## config.mk

```make
export PLATFORM = sky130hd
export DESIGN_NAME = return_address_stack
export DESIGN_NICKNAME = d
export VERILOG_FILES = /design/src/hw/ras_pkg.sv /design/src/hw/return_address_stack.sv
export SDC_FILE = /design/constraint.sdc
export NUM_CORES = 1
export LEC_CHECK = 0
export BUFFER_PORTS_ARGS = -buffer_cell sky130_fd_sc_hd__buf_4
export CAP_MARGIN = 20
export CORE_UTILIZATION = 50
export CTS_CLUSTER_DIAMETER = 200
export CTS_CLUSTER_SIZE = 16
export DETAILED_ROUTE_END_ITERATION = 16
export PLACE_DENSITY = 0.82
export SYNTH_ARGS = -nofsm -noshare
export SYNTH_HDL_FRONTEND = slang
export SYNTH_SLANG_ARGS = --single-unit
```

## constraint.sdc

```tcl
create_clock -name mclk -period 5.5 [get_ports mclk]
set_input_delay 1.1 -clock mclk [delete_from_list [all_inputs] [get_ports mclk]]
set_output_delay 1.1 -clock mclk [all_outputs]
set_load 0.005 [all_outputs]
```

## src/hw/ras_pkg.sv

```systemverilog
// package for the return address stack: register indices, field positions,
// reset values and the carrier structs shared with the core sequencer.
// assumes a 32-bit classic wishbone bus with word addressing (index * 4).
package ras_pkg;

  localparam int PC_W    = 13;
  localparam int PTR_W   = 3;
  localparam int DEPTH_W = 4;
  localparam int IDX_W   = 8;

  // register indices, byte address is four times the index
  localparam logic [IDX_W-1:0] IDX_PROCESSOR_FLAGS = 8'h86;
  localparam logic [IDX_W-1:0] IDX_STACK_POINTER   = 8'hEF;
  localparam logic [IDX_W-1:0] IDX_ENTRY_BASE      = 8'hF0;
  localparam logic [IDX_W-1:0] IDX_ENTRY_LAST      = 8'hFF;
  localparam logic [IDX_W-1:0] IDX_EVENT_STATUS    = 8'hE0;
  localparam logic [IDX_W-1:0] IDX_EVENT_CLEAR     = 8'hE1;
  localparam logic [IDX_W-1:0] IDX_EVENT_ENABLE    = 8'hE2;

  // field positions
  localparam int FLAG_OVF_BIT  = 4;
  localparam int SP_GIE_BIT    = 7;
  localparam int SP_LVDM_BIT   = 6;
  localparam int SP_LVDH_BIT   = 5;
  localparam int HIGH_PC_W     = 5;
  localparam int EV_OVF_BIT    = 0;
  localparam int EV_UNF_BIT    = 1;
  localparam int EV_W          = 2;

  // reset values and the full-stack depth
  localparam logic [PTR_W-1:0]   PTR_RESET   = 3'h7;
  localparam logic [DEPTH_W-1:0] DEPTH_FULL  = 4'h8;
  localparam logic [DEPTH_W-1:0] DEPTH_EMPTY = 4'h0;
  localparam logic [PC_W-1:0]    ENTRY_RESET = 13'h0000;

  typedef enum logic {
    WB_IDLE = 1'b0,
    WB_ACK  = 1'b1
  } wb_state_e;

  // request from the instruction sequencer, one-cycle strobes
  typedef struct packed {
    logic            callPush;
    logic            irqPush;
    logic            subroutineExit;
    logic            handlerExit;
    logic [PC_W-1:0] pc;
  } stack_req_s;

  // answer to the sequencer
  typedef struct packed {
    logic            valid;
    logic            fromHandler;
    logic [PC_W-1:0] pc;
  } stack_rsp_s;

endpackage : ras_pkg

```

## src/hw/return_address_stack.sv

```systemverilog
// return address stack for the 8-bit core: eight 13-bit entries, pointer,
// sticky overflow flag, event status/enable/clear and a classic wishbone slave.
// assumes the sequencer drives one-cycle push/pop strobes on mclk and that
// the low-voltage indicators come from logic on the same clock.
//
// Function
// - eight-level last-in first-out return stack
// - three-bit pointer in stack pointer bits 2:0
// - entries hold 13-bit pc, high and low bytes
// - push decrements pointer, pop increments it
// - call or interrupt entry pushes the pc
// - push writes entry at current level, 111 fills entry0
// - both return kinds pop and reload pc
// - pop restores latest pc, pointer to next free
// - strict last-in first-out ordering of entries
// - pointer and sixteen buffer bytes mapped in bank zero
// - read-only overflow flag bit 4 at 086h
// - ninth nested push sets overflow flag
// - overflow flag cleared only by system reset
// - stack pointer bit 7 is interrupt enable, resets 0
module return_address_stack #(
  parameter int ADR_W = 10
) (
  // clock and reset
  input  wire logic                 mclk,
  input  wire logic                 resetn,
  // wishbone slave
  input  wire logic                 wb_cyc_i,
  input  wire logic                 wb_stb_i,
  input  wire logic                 wb_we_i,
  input  wire logic [ADR_W-1:0]     wb_adr_i,
  input  wire logic [3:0]           wb_sel_i,
  input  wire logic [31:0]          wb_dat_i,
  output logic      [31:0]          wb_dat_o,
  output logic                      wb_ack_o,
  // core sequencer
  input  ras_pkg::stack_req_s       stackReq,
  output ras_pkg::stack_rsp_s       stackRsp,
  // status to and from the rest of the core
  input  wire logic                 lowVoltageMidIndicator,
  input  wire logic                 lowVoltageHighIndicator,
  output logic                      globalIrqEnable,
  output logic                      stackOverflowFlag,
  output logic                      irq
);
  import ras_pkg::*;

  logic [PC_W-1:0]    stackEntry [8];
  logic [PTR_W-1:0]   stackLevelBits;
  logic [DEPTH_W-1:0] depth;
  logic [EV_W-1:0]    eventStatus;
  logic [EV_W-1:0]    eventEnable;
  wb_state_e          wbState;

  logic [IDX_W-1:0]   regIdx;
  logic               wbReq;
  logic               wbWrite;
  logic               entryHit;
  logic [PTR_W-1:0]   entrySel;
  logic               entryHighSel;
  logic               doPush;
  logic               doPop;
  logic [PTR_W-1:0]   pushSlot;
  logic [PTR_W-1:0]   popPtr;
  logic [PTR_W-1:0]   popSlot;
  logic [EV_W-1:0]    eventSet;
  logic [31:0]        next_rdata;

  // bus decode
  assign regIdx       = wb_adr_i[ADR_W-1:2];
  assign wbReq        = wb_cyc_i & wb_stb_i & (wbState == WB_IDLE);
  assign wbWrite      = wbReq & wb_we_i & wb_sel_i[0];
  assign entryHit     = (regIdx >= IDX_ENTRY_BASE) && (regIdx <= IDX_ENTRY_LAST);
  assign entrySel     = regIdx[PTR_W:1];
  assign entryHighSel = regIdx[0];

  // a push and a pop in the same cycle cannot come from one instruction;
  // the push is kept so that the return address is never lost
  assign doPush = stackReq.callPush | stackReq.irqPush;
  assign doPop  = (stackReq.subroutineExit | stackReq.handlerExit) & ~doPush;

  // slot arithmetic: entry index is the inverted pointer
  assign pushSlot = ~stackLevelBits;
  assign popPtr   = stackLevelBits + 3'h1;
  assign popSlot  = ~popPtr;

  // events: ninth push on a full stack, pop on an empty one
  always_comb begin
    eventSet = '0;
    eventSet[EV_OVF_BIT] = doPush && (depth == DEPTH_FULL);
    eventSet[EV_UNF_BIT] = doPop && (depth == DEPTH_EMPTY);
  end

  // bus handshake: ack one cycle after the request, dropped the next cycle
  always_ff @(posedge mclk) begin
    if (!resetn) begin
      wbState <= WB_IDLE;
    end else begin
      case (wbState)
        WB_IDLE: begin
          if (wb_cyc_i && wb_stb_i) begin
            wbState <= WB_ACK;
          end
        end
        WB_ACK: begin
          wbState <= WB_IDLE;
        end
        default: begin
          wbState <= WB_IDLE;
        end
      endcase
    end
  end

  assign wb_ack_o = (wbState == WB_ACK);

  // stack pointer field
  always_ff @(posedge mclk) begin
    if (!resetn) begin
      stackLevelBits <= PTR_RESET;
    end else if (wbWrite && regIdx == IDX_STACK_POINTER) begin
      stackLevelBits <= wb_dat_i[PTR_W-1:0];
    end else if (doPush) begin
      stackLevelBits <= stackLevelBits - 3'h1;
    end else if (doPop) begin
      stackLevelBits <= popPtr;
    end
  end

  // depth tracks how many entries are live, so overflow can be told from
  // the full-stack pointer value 111; software writes re-derive it
  always_ff @(posedge mclk) begin
    if (!resetn) begin
      depth <= DEPTH_EMPTY;
    end else if (wbWrite && regIdx == IDX_STACK_POINTER) begin
      depth <= {1'b0, ~wb_dat_i[PTR_W-1:0]};
    end else if (doPush && depth != DEPTH_FULL) begin
      depth <= depth + 4'h1;
    end else if (doPop && depth != DEPTH_EMPTY) begin
      depth <= depth - 4'h1;
    end
  end

  // global interrupt enable
  always_ff @(posedge mclk) begin
    if (!resetn) begin
      globalIrqEnable <= 1'b0;
    end else if (wbWrite && regIdx == IDX_STACK_POINTER) begin
      globalIrqEnable <= wb_dat_i[SP_GIE_BIT];
    end
  end

  // sticky overflow flag: no bus path clears it
  always_ff @(posedge mclk) begin
    if (!resetn) begin
      stackOverflowFlag <= 1'b0;
    end else if (eventSet[EV_OVF_BIT]) begin
      stackOverflowFlag <= 1'b1;
    end
  end

  // entry storage; an overflowing push wraps onto entry 0 as the pointer does
  always_ff @(posedge mclk) begin
    if (!resetn) begin
      for (int i = 0; i < 8; i++) begin
        stackEntry[i] <= ENTRY_RESET;
      end
    end else begin
      if (doPush) begin
        stackEntry[pushSlot] <= stackReq.pc;
      end
      if (wbWrite && entryHit) begin
        if (entryHighSel) begin
          stackEntry[entrySel][PC_W-1:IDX_W] <= wb_dat_i[HIGH_PC_W-1:0];
        end else begin
          stackEntry[entrySel][IDX_W-1:0] <= wb_dat_i[IDX_W-1:0];
        end
      end
    end
  end

  // pop answer to the sequencer, registered
  always_ff @(posedge mclk) begin
    if (!resetn) begin
      stackRsp <= '0;
    end else begin
      stackRsp.valid       <= doPop;
      stackRsp.fromHandler <= doPop & stackReq.handlerExit;
      if (doPop) begin
        stackRsp.pc <= stackEntry[popSlot];
      end
    end
  end

  // event status: set wins over a clear in the same cycle
  always_ff @(posedge mclk) begin
    if (!resetn) begin
      eventStatus <= '0;
    end else if (wbWrite && regIdx == IDX_EVENT_CLEAR) begin
      eventStatus <= (eventStatus & ~wb_dat_i[EV_W-1:0]) | eventSet;
    end else begin
      eventStatus <= eventStatus | eventSet;
    end
  end

  always_ff @(posedge mclk) begin
    if (!resetn) begin
      eventEnable <= '0;
    end else if (wbWrite && regIdx == IDX_EVENT_ENABLE) begin
      eventEnable <= wb_dat_i[EV_W-1:0];
    end
  end

  assign irq = |(eventStatus & eventEnable);

  // read mux; unmapped indices read zero and still get an ack
  always_comb begin
    next_rdata = '0;
    if (entryHit) begin
      if (entryHighSel) begin
        next_rdata[HIGH_PC_W-1:0] = stackEntry[entrySel][PC_W-1:IDX_W];
      end else begin
        next_rdata[IDX_W-1:0] = stackEntry[entrySel][IDX_W-1:0];
      end
    end else begin
      case (regIdx)
        IDX_PROCESSOR_FLAGS: begin
          next_rdata[FLAG_OVF_BIT] = stackOverflowFlag;
        end
        IDX_STACK_POINTER: begin
          next_rdata[SP_GIE_BIT]  = globalIrqEnable;
          next_rdata[SP_LVDM_BIT] = lowVoltageMidIndicator;
          next_rdata[SP_LVDH_BIT] = lowVoltageHighIndicator;
          next_rdata[PTR_W-1:0]   = stackLevelBits;
        end
        IDX_EVENT_STATUS: begin
          next_rdata[EV_W-1:0] = eventStatus;
        end
        IDX_EVENT_ENABLE: begin
          next_rdata[EV_W-1:0] = eventEnable;
        end
        default: begin
          next_rdata = '0;
        end
      endcase
    end
  end

  always_ff @(posedge mclk) begin
    if (!resetn) begin
      wb_dat_o <= '0;
    end else if (wbReq) begin
      wb_dat_o <= next_rdata;
    end
  end

endmodule // return_address_stack

```

==> flow_metrics.tcl, run 1 <==
set metrics [dict create \
    fin_crit_ps 3369 \
    avgSynthCellArea_sq_um 9.525 \
    layout-drive-gt1-share 0.1932 \
    relSlewSlack 0.2725 \
    hold_class "register to register" \
    numClockSinks 141 \
    dp_hpwl_microns 16770 \
    power_density_nw_per_um2 302.6 \
    cts_tree "yes" \
    crit_family "simple AND/OR/NAND/NOR gates" \
    ir_drop_uv 174.9 \
    synthCells 921 \
    status "completed" \
    hold_viol 0 \
    crit_required_ps 5620 \
    via_per_inst 6.359 \
    holdPathEnd "stackRsp[12]" \
    r2r_cells 8 \
    cts_setup_buffers 0 \
    worstPathArrival_ps 3490 \
    synth_flop_cell "edfxtp_1" \
    ant_nets 0 \
    clkLatencyLatePin_ps 430 \
    utilization 0.5599 \
    crit_chain "buf_4 > and3_1 > nand4_2 > nor3_1 > or3b_2" \
    clockBufferDepth 2 \
    synthTopCellsByArea "edfxtp_1, nand2_1, dfxtp_1" \
    worst-path-stages 5 \
    clock-skew-final_ps 6.231 \
    crit_fanout 56 \
    max_freq_mhz 296.8 \
    yosysTopAreaCellShare 0.3560 \
    cts_buffers 17 \
    synth_edf_count 104 \
    vias 7389 \
    cpPeakStageDelay_ps 940 \
    place_congestion 0.9150 \
    ios 121 \
    grt_pass1_wl_microns 37970 \
    hold_depth 1 \
    die_x_microns 134.5 \
    cts_resized 0 \
    grt_pass1_vias 6801 \
    netlist-cell-type-count 64 \
    grt_max_degree 57 \
    reg2reg_setup_slack_ps 2390 \
    wl_microns 24380 \
    area_delta_synth_final_pct 10.01 \
    fp-row-count 48 \
    die_y_microns 134.5 \
    setup_tns_ps 0 \
    power_uw 2921 \
    grt_overflow_total 0 \
    dp_cells 1130 \
    yosys-top-cells-count "nand2_1, o21ai_0, edfxtp_1" \
    setup-violations-final 0 \
    io_buffers 67 \
    drc 0 \
    slowest_stage "nor3_1" \
    core_area_sq_um 17240 \
    finalCritPeriodShare 0.6126 \
    timing.rr.end "stackRsp[0]" \
    stdcell_count 1162 \
    yosysSeqAreaShare 0.4405 \
    cp-start-kind "input port" \
    nets 999 \
    wl_per_cell_microns 20.98 \
    antenna_found_initial 0 \
    cts-root-buf "clkbuf_16" \
    end_kind "register" \
    mappedNetlistArea_sq_um 8772 \
    clkTransAtPathRegs_ps 60 \
    synth.most_common_cell "nand2_1" \
    grt_util_all_layers 0.2765 \
    finalMaxSlewViolations 0 \
    maxCapViolCount 0 \
    r2r_start "stackLevelBits[0]" \
    cts_hold_buf 0 \
    drtIter0Drc 852 \
    cp.buffers_inverters 1 \
    synth_top_area_cell "edfxtp_1" \
    worstMarginPinSlew_ps 1083 \
    start_util 0.5089 \
    cts_max_level 4 \
    yosysWarnings 0 \
    min_from "stackRsp[12]" \
    p_leak_uw 0.003625 \
    diodes 0 \
    async_reset_ff_frac 0 \
    dieArea_sq_um 18080 \
    dr.pass1.iters 5 \
    criticalPathCategory "input port to register" \
    rsz0062_at_grt "false" \
    ys_ff_latch 141 \
]
[layer usage]
metal	part of all wire	GRT usage
met5	0	0
met4	0.027	0.1024
met3	0.12	0.06044
met2	0.46	0.4332
met1	0.39	0.3774
[worst max path at each step]
stage | startpoint | endpoint | slack, ps
final | resetn | stackEntry[2][11] | 2130
after global routing | resetn | stackEntry[2][11] | 1970
after CTS | resetn | stackEntry[2][11] | 2200
after detailed placement | resetn | stackEntry[3][10] | 1790
after global placement | resetn | stackEntry[3][8] | 1870
after floorplan | stackReq[15] | depth[3] | 2800
[layout make-up]
type | count | area, sq um
Timing Repair Buffer | 76 | 570.5
Sequential cell | 141 | 3865
Clock buffer | 19 | 432.9
Inverter | 7 | 26.28
Tap cell | 225 | 281.5
Fill cell | 1403 | 7586
Multi-Input combinational cell | 681 | 4357
Clock inverter | 13 | 117.6
[report_power, final]
part	switching, uW	total [uW]	internal (uW)
clock	473	1100	622
sequential	65.6	1290	1230
combinational	304	534	230
[per-stage QoR]
stage / area [sq um] / worst slack, ps / hold WS [ps]
floorplan: 8859 / 2803 / 463.1
global placement: 9100 / 1872 / 474.7
detailed placement: 9100 / 1790 / 489.5
CTS: 9651 / 2200 / 503.4
global route: 9651 / 1968 / 517.5
finish: 9651 / 2131 / 500.8
[sequential cells by signal, summed over array words and instances, names as in the netlist]
signal,count
depth,4
wb_dat_o,8
stackLevelBits,3
globalIrqEnable,1
stackRsp,15
stackOverflowFlag,1
eventStatus,2
eventEnable,2
stackEntry,104
wb_ack_o,1
[cells in the final DEF (no fill, tap or decap), types with 9 or more instances in the layout]
cell / n
or3b_2: 12
clkbuf_16: 17
mux2_2: 14
mux2i_1: 35
nand3_1: 13
a21oi_1: 15
and3_1: 9
conb_1: 24
o21ai_0: 113
mux4_2: 29
dfxtp_1: 36
buf_4: 76
nand2_1: 245
o211a_1: 14
nor2_1: 18
o21ai_1: 11
edfxtp_1: 104
[worst reg2reg max path: stages, from the launching register on]
cell	delay, ps
dfxtp_2	310
buf_4	470
inv_1	200
ha_1	710
buf_4	380
mux4_2	380
mux2i_1	290
nand2_1	100
o211a_1	160
[cells by family after synthesis]
family	synth area share
muxes	0.1324
xor gates and xnor gates	0.005991
other	0.0004275
and+or+nand+nor	0.1951
adders and majority gates	0.007988
buffers and inverters	0.07274
AOI/OAI and AO/OA	0.1449
DFF	0.4405
No activity file was read; power rests on OpenSTA's default activity.
==> run 2: changes to the inputs <==
ABC_AREA = 1   (was unset)
clock period = 3.2 ns   (was 5.5 ns; I/O delays follow)
==> run 2 against run 1 <==
Effect of this change:
- sequential share of layout area is 0.68 points lower
- synthesized area shrank 0.50%
- die area down 0.49%
- clock-buffer cell count fell by 1
- setup slack got worse by 1400 ps
- combinational power is 100% higher
- clock power increased by 69%
- power is 75% higher
- wire length is 3.7% higher
- hold slack got worse by 63 ps
- critical endpoint is now stackRsp[9]
- sequential cell count unchanged
- synthesized cell count rose by 32%
==> flow_metrics.tcl, run 2 <==
set metrics [dict create \
    dieArea_sq_um 17990 \
    setup_tns_ps 0 \
    antenna_found_initial 0 \
    io_buffers 67 \
    relSlewSlack 0.5212 \
    vias 8525 \
    area_delta_synth_final_pct 12.43 \
    criticalPathCategory "register to register" \
    setup-violations-final 0 \
    crit_required_ps 3570 \
    grt_overflow_total 0 \
    core_area_sq_um 16820 \
    clkLatencyLatePin_ps 440 \
    grt_max_degree 75 \
    end_kind "register" \
    place_congestion 0.9321 \
    wl_per_cell_microns 17.08 \
    cp-start-kind "register" \
    max_freq_mhz 399.9 \
    wl_microns 25270 \
    dr_wl_met3_microns 3012 \
    crit_family "compound AO/OA/AOI/OAI gates" \
    grt_pass1_vias 7633 \
    start_util 0.5190 \
    synthCells 1214 \
    cts_hold_buf 0 \
    fillers 1498 \
    status "completed" \
    synth_edf_count 104 \
    dr.pass1.iters 6 \
    slowest_stage "clkinv_1" \
    ant_nets 0 \
    cp.buffers_inverters 2 \
    cts_setup_buffers 0 \
    mostFrequentLayoutCell "nand2_1" \
    crit_chain "inv_1 > ha_1 > clkinv_1 > a21oi_1 > o21ai_0 > o211ai_1 > nand3_1 > a21oi_1" \
    crit_fanout 19 \
    worstPathArrival_ps 2870 \
    synth_flop_cell "edfxtp_1" \
    cts_resized 0 \
    avgSynthCellArea_sq_um 7.190 \
    netlist-cell-type-count 35 \
    largestRegisters "stackEntry (104), stackRsp (15), wb_dat_o (8)" \
    clkTransAtPathRegs_ps 60 \
    drtIter0Drc 1028 \
    cts_tree "yes" \
    mostFrequentLayoutCells "nand2_1, o21ai_0, nand3_1" \
    fp-row-count 47 \
    ios 121 \
    ir_drop_uv 379.7 \
    maxUsedRoutingLayer "met4" \
    largest_reg_flops 104 \
    mappedNetlistArea_sq_um 8728 \
    cts_buffers 17 \
    worstMarginPinSlew_ps 717.4 \
    p_leak_uw 0.004238 \
    clock-skew-final_ps 5.425 \
    dp_hpwl_microns 18150 \
    finalMaxSlewViolations 0 \
    async_reset_ff_frac 0 \
    diodes 0 \
    power_density_nw_per_um2 521.5 \
    grt_pass1_wl_microns 39080 \
    grt_util_all_layers 0.2858 \
    yosysSeqAreaShare 0.4427 \
    numClockSinks 141 \
    cpPeakStageDelay_ps 560 \
    clockBufferDepth 2 \
    fin_crit_ps 2500 \
    cts-root-buf "clkbuf_16" \
    hold_viol 0 \
    ys_ff_latch 141 \
    cts_max_level 4 \
    yosysTopAreaCellShare 0.3578 \
    synth.most_common_cell "nand2_1" \
    yosysWarnings 0 \
    crit_top_cell "a21oi_1" \
    die_y_microns 134.1 \
    drc 0 \
    finalCritPeriodShare 0.7814 \
    power_uw 5118 \
    drt-met1-wl_microns 9718 \
    nets 1321 \
    yosys-top-cells-count "nand2_1, o21ai_0, nand3_1" \
    layout-drive-gt1-share 0.09770 \
    hold_class "input port to register" \
    rsz0062_at_grt "false" \
    largest-register "stackEntry" \
    via_per_inst 5.764 \
    synthTopCellsByArea "edfxtp_1, nand2_1, o21ai_0" \
    synth_top_area_cell "edfxtp_1" \
    dr_wl_met2_microns 11910 \
    maxCapViolCount 0 \
    die_x_microns 134.1 \
]
## run 2: logic make-up (layout without fill, tap and decap cells)
logic type / Yosys count / in the layout / share of synthesized area
compound gates: 259 / 259 / 0.1560
xor+xnor: 5 / 5 / 0.005017
fa+ha+maj: 5 / 5 / 0.008028
buf+inv: 206 / 228 / 0.1022
flops: 141 / 141 / 0.4427
other cells: 1 / 24 / 0.0004296
simple gates: 597 / 597 / 0.2857
## run 2: final cells by class
cell class | instances | area [sq um] | share of cell area
multi-input cells | 890 | 4059 | 0.4136
flip-flops and latches | 141 | 3864 | 0.3937
repair buffers | 88 | 660.6 | 0.06732
clock buffers | 18 | 429.2 | 0.04373
inverters | 108 | 405.4 | 0.04131
well taps | 220 | 275.3 | 0.02805
clock inverters | 14 | 120.1 | 0.01224
## run 2: final timing paths
| path | startpoint | depth (start not counted) | to | slack (ps) |
|---|---|---|---|---|
| worst min-delay path | stackReq[13] | 3 | stackRsp[13] | 440 |
| worst min register to register | stackRsp[3] | 2 | stackRsp[3] | 470 |
| worst max-delay path | stackLevelBits[1] | 8 | stackRsp[9] | 700 |
| worst max register to register | stackLevelBits[1] | 8 | stackRsp[9] | 700 |
## run 2: metal layers
| metal | vias to the layer above | GRT usage |
|---|---|---|
| li1 | 4082 | - |
| met1 | 3851 | 0.3662 |
| met2 | 537 | 0.4591 |
| met3 | 55 | 0.07029 |
| met4 | 0 | 0.1248 |
| met5 | - | 0 |
## run 2: metrics by stage
step | setup WS (ps) | hold slack (ps) | utilization | area, sq um | std cells
floorplan | 912.1 | 459.4 | - | 8815 | 1237
global placement | 509.7 | 453.9 | 0.5508 | 9264 | 1447
detailed placement | 453.4 | 458.1 | 0.5508 | 9264 | 1447
CTS | 804.4 | 428.8 | 0.5835 | 9813 | 1479
global route | 585.9 | 460.4 | 0.5835 | 9813 | 1479
finish | 699.7 | 438.0 | 0.5835 | 9813 | 1479
## run 2: worst register-to-register path: stages, from the launching register on
cell,delay (ps)
dfxtp_1,460
inv_1,120
ha_1,320
clkinv_1,560
a21oi_1,330
o21ai_0,150
o211ai_1,170
nand3_1,180
a21oi_1,160
## run 2: where the power goes
group	total, uW	switching (uW)	internal (uW)	leakage (uW)
Clock	1860	795	1060	0.000260
Combinational	1070	717	349	0.00260
Sequential	2190	83.3	2110	0.00138
Total	5120	1600	3520	0.00424
==> run 3: changes to the inputs <==
ABC_AREA = 0   (was 1)
clock period = 2.4 ns   (was 3.2 ns; I/O delays follow)
==> run 3 against run 2 <==
Effect of this change:
- fmax grew 13%
- clock skew rose by 3.9 ps
- via count down 13%
- sequential power grew 36%
- sequential share of layout area is 0.89 points lower
- critical path type unchanged
==> flow_metrics.tcl, run 3 (synthesized netlist as in run 1, its figures left out) <==
set metrics [dict create \
    drtIter0Drc 927 \
    antenna_found_initial 0 \
    cts_tree "yes" \
    finalMaxSlewViolations 0 \
    dr.pass1.iters 6 \
    min_from "resetn" \
    ios 121 \
    status "completed" \
    worstMarginPinSlew_ps 956.6 \
    vias 7430 \
    ir_drop_uv 457.1 \
    multi_input_area_sq_um 4360 \
    criticalPathCategory "register to register" \
    fillers 1375 \
    nets 1043 \
    grt_overflow_total 0 \
    clock-skew-final_ps 9.347 \
    dieArea_sq_um 18080 \
    clockBufferDepth 2 \
    hold_viol 0 \
    mostFrequentLayoutCell "nand2_1" \
    drc 0 \
    cts_buffers 17 \
    cts_max_level 4 \
    power_density_nw_per_um2 687.4 \
    ant_nets 0 \
    largestRegisters "stackEntry (104), stackRsp (15), wb_dat_o (8)" \
    crit_required_ps 2770 \
    finalCritPeriodShare 0.9219 \
    grt_pass1_wl_microns 38270 \
    stdcell_count 1206 \
    seq_area_sq_um 3865 \
    hold_depth 2 \
    rsz0062_at_grt "false" \
    core_area_sq_um 17240 \
    fin_crit_ps 2213 \
    fp-row-count 48 \
    setup-violations-final 0 \
    worstPathArrival_ps 2580 \
    clkTransAtPathRegs_ps 60 \
    r2r_start "depth[0]" \
    clkLatencyLatePin_ps 430 \
    hold_class "input port to register" \
    wl_per_cell_microns 20.48 \
    r2r_cells 9 \
    relSlewSlack 0.3588 \
    wl_microns 24690 \
    cts-root-buf "clkbuf_16" \
    die_x_microns 134.5 \
    diodes 0 \
    dp_cells 1174 \
    place_congestion 0.9276 \
    largest_reg_flops 104 \
    layout-drive-gt1-share 0.2294 \
    io_buffers 67 \
    utilization 0.5827 \
    grt_util_all_layers 0.2828 \
    mostFrequentLayoutCells "nand2_1, buf_4, o21ai_0" \
    setup_tns_ps 0 \
    via_per_inst 6.161 \
    numClockSinks 141 \
    grt_pass1_vias 7015 \
    die_y_microns 134.5 \
    p_leak_uw 0.003874 \
    max_freq_mhz 452.0 \
    largest-register "stackEntry" \
    start_util 0.5089 \
    maxCapViolCount 0 \
    dp_hpwl_microns 18030 \
    grt_max_degree 38 \
    end_kind "register" \
    cp-start-kind "register" \
    crit_fanout 4 \
    reg2reg_setup_slack_ps 190 \
    holdPathEnd "stackLevelBits[1]" \
    timing.rr.end "depth[3]" \
    cts_setup_buffers 0 \
    area_delta_synth_final_pct 14.49 \
]
-- run 3: cell count changes in the layout (fill, tap and decap cells not counted), moves of 29 or more --
cell     before  now
nand3_1     136   13
nor2_1      118   18
inv_1        95    7
nand2_1     322  245
o21ai_0     168  113
a21oi_1      56   14
mux2i_1       0   35
buf_4        88  119
mux4_2        0   29
-- run 3: layout make-up --
| class | count | share of cell area |
|---|---|---|
| tap | 225 | 0.02803 |
| clock inverter | 14 | 0.01669 |
| inverter | 7 | 0.002616 |
| clock buffer | 18 | 0.04273 |
| sequential | 141 | 0.3848 |
| timing repair buffer | 120 | 0.09094 |
| multi-input combinational | 681 | 0.4342 |
-- run 3: worst max-delay path, stage by stage, from the launching register on --
cell     delay [ps]
dfxtp_1         360
nor3_1          360
a21oi_2         150
inv_1           140
ha_1            250
a21o_1          180
a21oi_1         180
xnor2_1          90
or3_1           300
a21oi_1         130
-- run 3: worst max-delay path by stage --
stage | start | end | cells past startpoint
3_5_place_dp | stackReq[16] | stackEntry[4][6] | 5
2_1_floorplan | stackLevelBits[0] | stackRsp[4] | 9
6_report | depth[0] | depth[3] | 9
5_1_grt | depth[0] | depth[3] | 9
3_3_place_gp | stackReq[15] | stackEntry[4][5] | 5
4_1_cts | depth[0] | depth[3] | 9
-- run 3: where the power goes --
| part | internal [uW] | switching (uW) |
|---|---|---|
| registers | 2810 | 160 |
| clock network | 1630 | 1030 |
| logic | 577 | 698 |
| total | 5020 | 1890 |
-- run 3: routing by layer --
layer  part of all wire  wire (microns)  GRT usage  up-vias
li1                   -               -          -     3361
met1               0.39            9636     0.3690     3465
met2               0.46           11270     0.4384      526
met3               0.12            2964    0.06832       78
met4              0.033             821     0.1479        0
met5                  0               0          0        -
-- run 3: stage by stage --
step / instance area [sq um] / setup slack, ps / power, uW / hold slack, ps
final: 10040 / 187.4 / 6904 / 278.8
after global routing: 10040 / 36.74 / 7115 / 278.7
after CTS: 10040 / 161.9 / 6874 / 268.0
after detailed placement: 9443 / 0.1177 / 4247 / 491.5
after global placement: 9443 / 56.73 / 4197 / 484.3
after floorplan: 8859 / 216.9 / 3853 / 463.1
-- run 3: repair_timing --
action                                  in CTS  in global routing
endpoints found under the setup margin       0                  1
hold buffers                                 0                  0
resized for setup                            0                  1
endpoints found under the hold margin        0                  0
